## config.mk

```make
export PLATFORM = sky130hd
export DESIGN_NAME = boot_chain_ctrl
export DESIGN_NICKNAME = d
export VERILOG_FILES = /design/src/core/boot_chain_pkg.sv /design/src/core/bound_check.sv /design/src/core/boot_chain_ctrl.sv
export SDC_FILE = /design/constraint.sdc
export NUM_CORES = 1
export LEC_CHECK = 0
export CAP_MARGIN = 10
export CORE_ASPECT_RATIO = 0.8
export CORE_MARGIN = 2
export CORE_UTILIZATION = 30
export DETAILED_ROUTE_END_ITERATION = 8
export DONT_BUFFER_PORTS = 1
export MAX_ROUTING_LAYER = met4
export PLACE_DENSITY = 0.44
export SYNTH_ARGS = -nofsm -noshare
export SYNTH_HDL_FRONTEND = slang
export SYNTH_SLANG_ARGS = --single-unit
```

## constraint.sdc

```tcl
create_clock -name clock_i -period 3.6 [get_ports clock_i]
set_input_delay 0.72 -clock clock_i [delete_from_list [all_inputs] [get_ports clock_i]]
set_output_delay 0.72 -clock clock_i [all_outputs]
set_load 0.01 [all_outputs]
```

## src/core/boot_chain_pkg.sv

```systemverilog
package boot_chain_pkg;

  // Register byte address; all printed offsets are word aligned.
  localparam logic [19:0] BOOT_CTRL_ADDR = 20'h1D140;

  // Bit positions, bit 0 being the register's least significant bit.
  localparam int CHAIN_BIT = 31;
  localparam int WIDTH_BIT = 30;
  localparam int STEP_BIT = 29;
  localparam int UNLOCK_BIT = 28;
  localparam int TADDR_HI = 22;
  localparam int TADDR_LO = 16;
  localparam int BOUND_HI = 15;
  localparam int BOUND_LO = 13;
  localparam int OFFS_HI = 12;
  localparam int OFFS_LO = 0;

  localparam logic [31:0] WRITABLE_MASK = 32'hF07FFFFF;
  localparam logic [1:0] PINS_MASK = 2'h3;

  // Reset values of the fields that have no pin source.
  localparam logic RST_CHAIN = 1'h0;
  localparam logic RST_WIDTH = 1'h0;
  localparam logic RST_STEP = 1'h1;
  localparam logic RST_UNLOCK = 1'h0;
  localparam logic [4:0] RST_TADDR_HI = 5'h14;
  localparam logic [2:0] RST_BOUND = 3'h0;
  localparam logic [12:0] RST_OFFS = 13'h0000;

  localparam logic [2:0] BOUND_NEVER = 3'h7;
  localparam logic [2:0] DEV_STEP_MASK = 3'h7;
  localparam logic [7:0] PAGE_WRAP = 8'hFF;
  localparam logic [7:0] RD_COUNT_ZERO = 8'h00;

  typedef struct packed {
    logic chain;
    logic periph_addr_width;
    logic page_select_step_en;
    logic target_addr_lsb_unlock;
    logic [6:0] target_addr;
    logic [2:0] bound;
    logic [12:0] offset;
  } ctrl_t;

  // One request to the bit-level master engine.
  typedef struct packed {
    logic [6:0] dev_addr;
    logic two_byte;
    logic [15:0] periph_addr;
  } addr_phase_t;

  typedef enum logic [2:0] {
    ST_IDLE = 3'b000,
    ST_ADDR = 3'b001,
    ST_READ = 3'b011,
    ST_DONE = 3'b010
  } load_state_t;

endpackage : boot_chain_pkg

```

## src/core/bound_check.sv

```systemverilog
module bound_check
  import boot_chain_pkg::*;
(
  input wire logic [2:0] code_i,
  input wire logic [15:0] addr_i,
  output logic hit_o
);

  // True when the byte address just reached sits on the selected boundary.
  always_comb begin
    case (code_i)
      3'h0: hit_o = (addr_i[2:0] == 3'h0);
      3'h1: hit_o = (addr_i[4:0] == 5'h00);
      3'h2: hit_o = (addr_i[5:0] == 6'h00);
      3'h3: hit_o = (addr_i[6:0] == 7'h00);
      3'h4: hit_o = (addr_i[7:0] == 8'h00);
      3'h5: hit_o = (addr_i[8:0] == 9'h000);
      3'h6: hit_o = (addr_i[9:0] == 10'h000);
      default: hit_o = 1'b0;
    endcase
  end

endmodule : bound_check

```

## src/core/boot_chain_ctrl.sv

```systemverilog
// Function
// After reset a boot load starts, steered by the control register reset contents.
// During load, fetched data may overwrite the control register and redirect loading.
// After load completes the register stays read/write but steers nothing.
// Chain happens only with chain bit set and remaining load count zero.
// Other field writes store but act only when the chain bit is set; here the boundary code acts at once.
// Width bit 0 sends one byte from offset low 5 bits, 1 sends two bytes.
// Two-byte addresses go out most significant byte first.
// Page wrap with stepping on increments low 3 device bits, then re-addresses.
// Page stepping applies only with one-byte addressing.
// Page step enable resets to 1; 0 suppresses stepping.
// Target address copied to a working address at start and chain; copy increments.
// Two lowest target bits change only when the same write sets unlock.
// Two lowest target bits are caught from board select pins at reset release.
// Boundary code selects 8 to 1024 bytes, 111 means never re-address.
// Reserved bits read zero and ignore writes.
//
// Decided for this implementation: the strobed register port.
module boot_chain_ctrl
  import boot_chain_pkg::*;
(
  input wire logic clock_i,
  input wire logic rst_n_i,
  input wire logic [1:0] board_select_pins_i,
  input wire logic [19:0] reg_addr_i,
  input wire logic [31:0] reg_wdata_i,
  input wire logic reg_wr_i,
  input wire logic reg_rd_i,
  output logic [31:0] reg_rdata_o,
  input wire logic load_wr_i,
  input wire logic [31:0] load_wdata_i,
  input wire logic [7:0] load_count_i,
  input wire logic load_end_i,
  input wire logic eng_ready_i,
  input wire logic byte_valid_i,
  output logic addr_req_o,
  output addr_phase_t addr_phase_o,
  output logic byte_ready_o,
  output logic [6:0] work_addr_o,
  output logic loading_o
);

  logic [1:0] pins_meta_r;
  logic [1:0] pins_sync_r;
  logic pins_caught_r;
  logic pins_caught_nxt;
  ctrl_t ctrl_r;
  ctrl_t ctrl_nxt;
  load_state_t state_r;
  load_state_t state_nxt;
  logic [6:0] work_addr_r;
  logic [6:0] work_addr_nxt;
  logic [15:0] paddr_r;
  logic [15:0] paddr_nxt;
  logic width_r;
  logic width_nxt;
  logic step_en_r;
  logic step_en_nxt;
  logic addr_req_r;
  logic addr_req_nxt;
  addr_phase_t phase_r;
  addr_phase_t phase_nxt;
  logic [31:0] rdata_r;
  logic [31:0] rdata_nxt;
  logic [15:0] paddr_inc;
  logic bound_hit;
  logic wrap_hit;
  logic sel_hit;
  logic any_wr;
  logic [31:0] wr_data;
  logic chain_now;
  ctrl_t wr_view;
  logic [1:0] sync_fill_r;
  logic byte_ready_nxt;
  logic loading_nxt;

  // The stored struct is narrower than the register word, so fields are placed one by one at their bit positions.
  // Reserved bits come back as zero.
  function automatic logic [31:0] pack_ctrl(input ctrl_t c);
    logic [31:0] w;
    w = 32'h00000000;
    w[CHAIN_BIT] = c.chain;
    w[WIDTH_BIT] = c.periph_addr_width;
    w[STEP_BIT] = c.page_select_step_en;
    w[UNLOCK_BIT] = c.target_addr_lsb_unlock;
    w[TADDR_HI:TADDR_LO] = c.target_addr;
    w[BOUND_HI:BOUND_LO] = c.bound;
    w[OFFS_HI:OFFS_LO] = c.offset;
    return w;
  endfunction : pack_ctrl

  // Picks the fields out of a register word; anything at a reserved position is dropped.
  function automatic ctrl_t unpack_ctrl(input logic [31:0] w);
    ctrl_t c;
    c.chain = w[CHAIN_BIT];
    c.periph_addr_width = w[WIDTH_BIT];
    c.page_select_step_en = w[STEP_BIT];
    c.target_addr_lsb_unlock = w[UNLOCK_BIT];
    c.target_addr = w[TADDR_HI:TADDR_LO];
    c.bound = w[BOUND_HI:BOUND_LO];
    c.offset = w[OFFS_HI:OFFS_LO];
    return c;
  endfunction : unpack_ctrl

  // Pins come from outside the clock domain.
  // The fill shift register marks when the second flop holds a real pin sample, so the catch never sees
  // the reset value of the synchroniser.
  always_ff @(posedge clock_i) begin
    if (!rst_n_i) begin
      pins_meta_r <= 2'h0;
      pins_sync_r <= 2'h0;
      sync_fill_r <= 2'h0;
    end else begin
      pins_meta_r <= board_select_pins_i;
      pins_sync_r <= pins_meta_r;
      sync_fill_r <= {sync_fill_r[0], 1'b1};
    end
  end

  assign sel_hit = (reg_addr_i == BOOT_CTRL_ADDR);
  // The boot stream writes through its own port only while loading.
  assign any_wr = (reg_wr_i && sel_hit) || (load_wr_i && state_r != ST_IDLE && state_r != ST_DONE);
  assign wr_data = (load_wr_i && state_r != ST_DONE) ? load_wdata_i : reg_wdata_i;
  assign wr_view = unpack_ctrl(wr_data & WRITABLE_MASK);

  // Register storage.
  always_comb begin
    ctrl_nxt = ctrl_r;
    pins_caught_nxt = pins_caught_r | sync_fill_r[1];
    if (!pins_caught_r) begin
      // Register writes are not taken before the pins have been caught.
      if (sync_fill_r[1]) begin
        ctrl_nxt.target_addr[1:0] = pins_sync_r & PINS_MASK;
      end
    end else if (any_wr) begin
      ctrl_nxt.chain = wr_view.chain;
      ctrl_nxt.periph_addr_width = wr_view.periph_addr_width;
      ctrl_nxt.page_select_step_en = wr_view.page_select_step_en;
      ctrl_nxt.target_addr_lsb_unlock = wr_view.target_addr_lsb_unlock;
      ctrl_nxt.target_addr[6:2] = wr_view.target_addr[6:2];
      if (wr_view.target_addr_lsb_unlock) begin
        ctrl_nxt.target_addr[1:0] = wr_view.target_addr[1:0];
      end
      ctrl_nxt.bound = wr_view.bound;
      ctrl_nxt.offset = wr_view.offset;
    end
    if (chain_now) begin
      ctrl_nxt.chain = 1'b0;
    end
  end

  always_ff @(posedge clock_i) begin
    if (!rst_n_i) begin
      pins_caught_r <= 1'b0;
      ctrl_r.chain <= RST_CHAIN;
      ctrl_r.periph_addr_width <= RST_WIDTH;
      ctrl_r.page_select_step_en <= RST_STEP;
      ctrl_r.target_addr_lsb_unlock <= RST_UNLOCK;
      ctrl_r.target_addr <= {RST_TADDR_HI, 2'h0};
      ctrl_r.bound <= RST_BOUND;
      ctrl_r.offset <= RST_OFFS;
    end else begin
      pins_caught_r <= pins_caught_nxt;
      ctrl_r <= ctrl_nxt;
    end
  end

  // Chain only on the final entry of the current EEPROM.
  assign chain_now = (state_r == ST_READ) && ctrl_r.chain && (load_count_i == RD_COUNT_ZERO);

  assign paddr_inc = paddr_r + 16'h0001;
  // One-byte page wrap: offset low byte rolls over.
  assign wrap_hit = !width_r && (paddr_r[7:0] == PAGE_WRAP);

  bound_check u_bound (
    .code_i(ctrl_r.bound),
    .addr_i(paddr_inc),
    .hit_o(bound_hit)
  );

  // Load sequencer.
  always_comb begin
    state_nxt = state_r;
    work_addr_nxt = work_addr_r;
    paddr_nxt = paddr_r;
    width_nxt = width_r;
    step_en_nxt = step_en_r;
    addr_req_nxt = 1'b0;
    phase_nxt = phase_r;
    case (state_r)
      ST_IDLE: begin
        if (pins_caught_r) begin
          // Start from the reset contents plus the caught pins.
          work_addr_nxt = ctrl_r.target_addr; // see R1
          paddr_nxt = {ctrl_r.offset, 3'h0};
          width_nxt = ctrl_r.periph_addr_width;
          step_en_nxt = ctrl_r.page_select_step_en;
          state_nxt = ST_ADDR;
        end
      end
      ST_ADDR: begin
        addr_req_nxt = 1'b1;
        phase_nxt.dev_addr = work_addr_r;
        phase_nxt.two_byte = width_r;
        // Upper byte first on the wire for two-byte form.
        phase_nxt.periph_addr = width_r ? paddr_r : {8'h00, paddr_r[7:0]};
        if (addr_req_r && eng_ready_i) begin
          addr_req_nxt = 1'b0;
          state_nxt = ST_READ;
        end
      end
      ST_READ: begin
        if (load_end_i && !chain_now) begin
          state_nxt = ST_DONE;
        end else if (chain_now) begin
          // Pending field writes other than the boundary code take effect only here.
          work_addr_nxt = ctrl_r.target_addr; // see R5
          paddr_nxt = {ctrl_r.offset, 3'h0};
          width_nxt = ctrl_r.periph_addr_width;
          step_en_nxt = ctrl_r.page_select_step_en;
          state_nxt = ST_ADDR;
        end else if (byte_valid_i) begin
          paddr_nxt = width_r ? paddr_inc : {8'h00, paddr_inc[7:0]};
          if (wrap_hit && step_en_r) begin
            work_addr_nxt = {work_addr_r[6:3], (work_addr_r[2:0] + 3'h1) & DEV_STEP_MASK}; // see R8
            state_nxt = ST_ADDR;
          end else if (bound_hit) begin
            state_nxt = ST_ADDR;
          end
        end
      end
      ST_DONE: begin
        state_nxt = ST_DONE;
      end
      default: begin
        state_nxt = ST_IDLE;
      end
    endcase
  end

  always_ff @(posedge clock_i) begin
    if (!rst_n_i) begin
      state_r <= ST_IDLE;
      work_addr_r <= 7'h00;
      paddr_r <= 16'h0000;
      width_r <= 1'b0;
      step_en_r <= 1'b0;
      addr_req_r <= 1'b0;
      phase_r <= '0;
    end else begin
      state_r <= state_nxt;
      work_addr_r <= work_addr_nxt;
      paddr_r <= paddr_nxt;
      width_r <= width_nxt;
      step_en_r <= step_en_nxt;
      addr_req_r <= addr_req_nxt;
      phase_r <= phase_nxt;
    end
  end

  // Read data stand in the cycle after the strobe; unmapped reads give zero.
  always_comb begin
    rdata_nxt = 32'h00000000;
    if (reg_rd_i && sel_hit) begin
      rdata_nxt = pack_ctrl(ctrl_r) & WRITABLE_MASK;
    end
  end

  always_ff @(posedge clock_i) begin
    if (!rst_n_i) begin
      rdata_r <= 32'h00000000;
    end else begin
      rdata_r <= rdata_nxt;
    end
  end

  logic byte_ready_r;
  logic loading_r;

  // Status outputs follow the next state so that they line up with the registered state.
  always_comb begin
    byte_ready_nxt = (state_nxt == ST_READ);
    loading_nxt = (state_nxt != ST_IDLE) && (state_nxt != ST_DONE);
  end

  always_ff @(posedge clock_i) begin
    if (!rst_n_i) begin
      byte_ready_r <= 1'b0;
      loading_r <= 1'b0;
    end else begin
      byte_ready_r <= byte_ready_nxt;
      loading_r <= loading_nxt;
    end
  end

  assign reg_rdata_o = rdata_r;
  assign addr_req_o = addr_req_r;
  assign addr_phase_o = phase_r;
  assign byte_ready_o = byte_ready_r;
  assign work_addr_o = work_addr_r;
  assign loading_o = loading_r;

endmodule : boot_chain_ctrl

```

==> flow_summary.toml, run 1 <==
[power]
leakage_nw = 2.38
pwr_density_cell_nw_per_um2 = 515
switching_share = 0.230
p_sw_uw = 717
power.total_mw = 3.12
power.clock.fraction = 0.529
seqPwrFrac = 0.430
power_frac_comb = 0.041
p_int_mw = 2.40
ir_drop_v = 0.000245

[sta]
setup_viol = 0
slew_violations = 0
period_needed_ps = 2780
hold_viol = 0
skew_ps = 7.42
max_freq_mhz = 359
rsz0062_at_grt = "no"
maxSlewHeadroom = 0.387
finalWorstSetupSlack_ps = 818
hold_ws_ps = 353
setup_tns_ps = 0
worst_pin_slew_ps = 896
layout_worst_path_cycle_share = 0.773

[setup_path]
cpPeakStageDelay_ps = 810
critical_path_class = "reg -> reg"
cp_top_family = "compound AO/OA/AOI/OAI gates"
path_depth = 6
crit_chain = "ha_1, nand4_1, nor3_1, o21ai_0, a2111oi_0, nor3_1"
end_kind = "flop"
crit_buf_inv = 0
cp_common_cell = "nor3_1"
path_max_fanout = 11
cp_slowest_cell = "a2111oi_0"
worst_ep_arrival_time_ps = 3040
worstPathRequired_ps = 3850
start_kind = "flop"
reg2reg_depth = 6

[clock_network]
worstSkewPairLatency_ps = 420
hold_buffers = 0
ctsResizeCount = 0
numCtsBuffers = 17
cts_tree = "built"
htreeDepth = 4
cts.sinks = 116
clk_pin_slew_ps = 50
cts.path.max_buffers = 2
root_buffer = "clkbuf_16"
cts_setup_buffers = 0

[logic_synthesis]
synthTopCellsByCount = "116 x dfxtp_1, 92 x nand2_1, 36 x a21boi_0, 36 x and2_1, 31 x mux2i_1"
synth-edff-count = 0
netlist_area_sq_um = 5370
yosys.area.top_type_share = 0.433
synth.avg_cell_area_sq_um = 9.22
netlist-cell-type-count = 68
synthArstFlopShare = 0
ys_seq_area_frac = 0.433
synthFlopType = "dfxtp_1"
synth-seq-cells = 116
yosysMostFrequentCell = "dfxtp_1"
yosys-top-cells-area = "dfxtp_1 43%, nand2_1 6.4%, mux2i_1 5.8%, a21boi_0 5.0%, and2_1 4.2%"
yosysWarnings = 0
synth_top_cell_by_area = "dfxtp_1"
synthCells = 582

[global_route]
grt_max_degree = 88
grt_antenna_before_repair = 0
grt_overflow = 0
grt_pass1_vias = 4102
grt_pass1_wl_mm = 22.7
grt_usage = 0.161

[die]
dieWidth_um = 154
die-area_sq_um = 19000
die_h_um = 124
row_count = 43
start_util = 0.308
core_sq_um = 17400
io_pins = 168

[cells_and_area]
finalInstanceArea_sq_um = 6060
final_core_util = 0.348
drive_gt1_frac = 0.114
stdcell_count = 803
nNetsFinal = 671
fillers = 1836
syn2layout_area_growth_pct = 12.9
n_antenna_cell = 0

[drt]
wl_mm = 14.4
drt_iter0_markers = 164
post_drt_wl_per_cell_um = 17.9
num_vias = 4122
vias_per_cell = 5.13
drc = 0
detail-route-antenna-nets = 0
dr.pass1.iters = 4

[placed_design]
port-buffer-count = 0
hpwl_mm = 10.1
dpl-instance-area_sq_um = 5480
routabilityCongestion = 0.802
placed_cells = 772
dp_worst_setup_slack_ps = 704

[hold_path]
whs_path_depth = 0
min_path_type = "in -> reg"

[job]
maxCapViolations = 0

[outcome]
status = "finished clean"
logic make-up after synthesis:
| family | count (synthesis) | share of synthesized area |
|---|---|---|
| multiplexers | 38 | 0.0725 |
| other | 1 | 0.000699 |
| XOR/XNOR | 5 | 0.00816 |
| flip-flops | 116 | 0.433 |
| buffers and inverters | 50 | 0.0546 |
| AND/OR/NAND/NOR | 235 | 0.232 |
| AO/OA/AOI/OAI | 134 | 0.193 |
| adder cells (fa/ha/maj) | 3 | 0.00700 |
placed cells by master (no fill, tap or decap), types with 6 or more instances in the layout:
master      netlist  routed
a21oi_1          12      12
nand3_1          19      19
dfxtp_1         116     116
nor2_1           13      13
a21boi_0         36      36
o21ai_0          23      23
clkbuf_16         0      17
o211a_1          21      21
nand2_1          92      92
nor2b_1          10      10
nor3_1           11      10
and2_1           36      36
buf_4             6       8
mux2_2            7       7
nand4_1           7       7
conb_1            1       6
clkinvlp_4        0       6
mux2i_1          31      31
state kept, by name (all words and copies together), names as in the netlist, 3 cells and up:
signal	flops
work_addr_o	7
paddr_r	16
state_r	3
addr_phase_o	24
ctrl_r	27
reg_rdata_o	27
power by group through the flow:
stage | clock network, mW | logic, mW | registers, mW
after global placement | 0 | 0.129 | 1.37
final | 1.65 | 0.129 | 1.34
after global routing | 1.77 | 0.145 | 1.35
after detailed placement | 0 | 0.131 | 1.37
after CTS | 1.70 | 0.132 | 1.34
after floorplan | 0 | 0.135 | 1.35
metal layers:
metal	wire (um)	vias up	share of wire	track usage
met5	0	-	0	-
met4	196	0	0.014	0.0499
met3	871	16	0.061	0.0536
met2	6980	87	0.49	0.266
met1	6340	1982	0.44	0.187
li1	-	2037	-	-
final timing paths:
| kind | start | to | slack (ps) |
|---|---|---|---|
| max | paddr_r[1] | byte_ready_o | 820 |
| min | rst_n_i | sync_fill_r[0] | 350 |
| max reg2reg | paddr_r[1] | byte_ready_o | 820 |
| min reg2reg | pins_meta_r[0] | pins_sync_r[0] | 430 |
cell type report:
type / count / area (sq um) / share of cell area
clock buffers: 19 / 443 / 0.0731
clock inverters: 12 / 133 / 0.0219
inverters: 1 / 3.75 / 0.000619
multi-input cells: 421 / 2800 / 0.461
flip-flops and latches: 116 / 2320 / 0.383
well taps: 225 / 282 / 0.0465
repair buffers: 9 / 80.1 / 0.0132
Note: power is estimated with default switching activity, not from simulation.
==> run 2, diff against run 1 <==
- clock period: 3.6 -> 2.66 ns (I/O delays scaled with it)
==> flow_summary.toml, run 2 (synthesis gave the netlist of run 1 again) <==
[cells_and_area]
syn2layout_area_growth_pct = 15.1
multi_input_area_sq_um = 2800
drive_gt1_frac = 0.123
fillers = 1825
nNetsFinal = 677
seqCellArea_sq_um = 2320
layout_common_cells = "116 x dfxtp_1, 92 x nand2_1, 36 x and2_1, 36 x a21boi_0, 31 x mux2i_1"
finalInstanceArea_sq_um = 6180
n_antenna_cell = 0
final_common_cell = "dfxtp_1"

[setup_path]
worst_ep_arrival_time_ps = 2590
path_max_fanout = 16
start_kind = "flop"
end_kind = "flop"
critPathLaunch = "paddr_r[5]"
reg2reg_depth = 6
critical_path_class = "reg -> reg"
r2r_start = "paddr_r[5]"
r2r_slack_ps = 350
worstPathRequired_ps = 2940

[global_route]
grt_pass1_vias = 4135
grt_pass1_wl_mm = 22.5
grt_usage = 0.160
grt_antenna_before_repair = 0
grt_max_degree = 88
grt_overflow = 0

[sta]
layout_worst_path_cycle_share = 0.868
worst_pin_slew_ps = 802
hold_viol = 0
setup_viol = 0
hold_ws_ps = 158
setup_tns_ps = 0
slew_violations = 0
maxSlewHeadroom = 0.464
period_needed_ps = 2310
skew_ps = 6.83
max_freq_mhz = 433
rsz0062_at_grt = "no"

[die]
io_pins = 168
dieWidth_um = 154
core_sq_um = 17400
die-area_sq_um = 19000
row_count = 43
die_h_um = 124
start_util = 0.308

[drt]
drc = 0
dr.pass1.iters = 4
vias_per_cell = 5.09
detail-route-antenna-nets = 0
num_vias = 4121
post_drt_wl_per_cell_um = 17.6
drt_iter0_markers = 243
wl_mm = 14.2

[power]
pwr_density_cell_nw_per_um2 = 721
power.total_mw = 4.46
leakage_nw = 2.45
ir_drop_v = 0.000420

[clock_network]
cts_setup_buffers = 0
ctsResizeCount = 0
clk_pin_slew_ps = 60
hold_buffers = 0
cts.sinks = 116
worstSkewPairLatency_ps = 410
numCtsBuffers = 17
root_buffer = "clkbuf_16"
htreeDepth = 4
cts_tree = "built"
cts.path.max_buffers = 2

[placed_design]
routabilityCongestion = 0.791
port-buffer-count = 0
hpwl_mm = 10.2
dpl-instance-area_sq_um = 5540

[hold_path]
hold_start = "rst_n_i"
min_path_type = "in -> reg"
whs_path_depth = 0

[outcome]
status = "finished clean"

[job]
maxCapViolations = 0
-- run 2: critical path: stages, from the launching register on --
cell       delay (ps)
dfxtp_1           660
nand4_1           360
o21ai_0           250
nand3b_1           90
a2111oi_0         560
buf_4             220
nor3_1             50
-- run 2: path summary, 6_finish.rpt --
check,endpoint
worst min register to register,pins_sync_r[1]
worst max-delay path,byte_ready_o
worst min-delay path,sync_fill_r[0]
worst max register to register,byte_ready_o
-- run 2: power by group --
part / switching [mW] / internal [mW] / total [mW]
Combinational: 0.0897 / 0.0904 / 0.180
Clock: 0.836 / 1.62 / 2.46
Sequential: 0.0443 / 1.77 / 1.82
Total: 0.970 / 3.49 / 4.46
-- run 2: final cells by class --
| cell class | instances | area share |
|---|---|---|
| repair buffers | 15 | 0.0223 |
| flip-flops and latches | 116 | 0.376 |
| clock buffers | 21 | 0.0745 |
| well taps | 225 | 0.0456 |
| multi-input cells | 421 | 0.453 |
| inverters | 1 | 0.000608 |
| clock inverters | 11 | 0.0284 |
-- run 2: layer usage --
layer  share of wire  global-route usage  vias up
li1                -                   -     2045
met1            0.44               0.186     1951
met2            0.48               0.258      113
met3           0.065              0.0564       12
met4           0.015              0.0579        0
met5               0                   -        -
-- run 2: through the flow --
step	instances	util	setup WS, ps
after floorplan	587	-	225
after global placement	778	0.318	181
after detailed placement	778	0.318	130
after CTS	810	0.354	414
after global routing	810	0.354	162
final	810	0.354	352
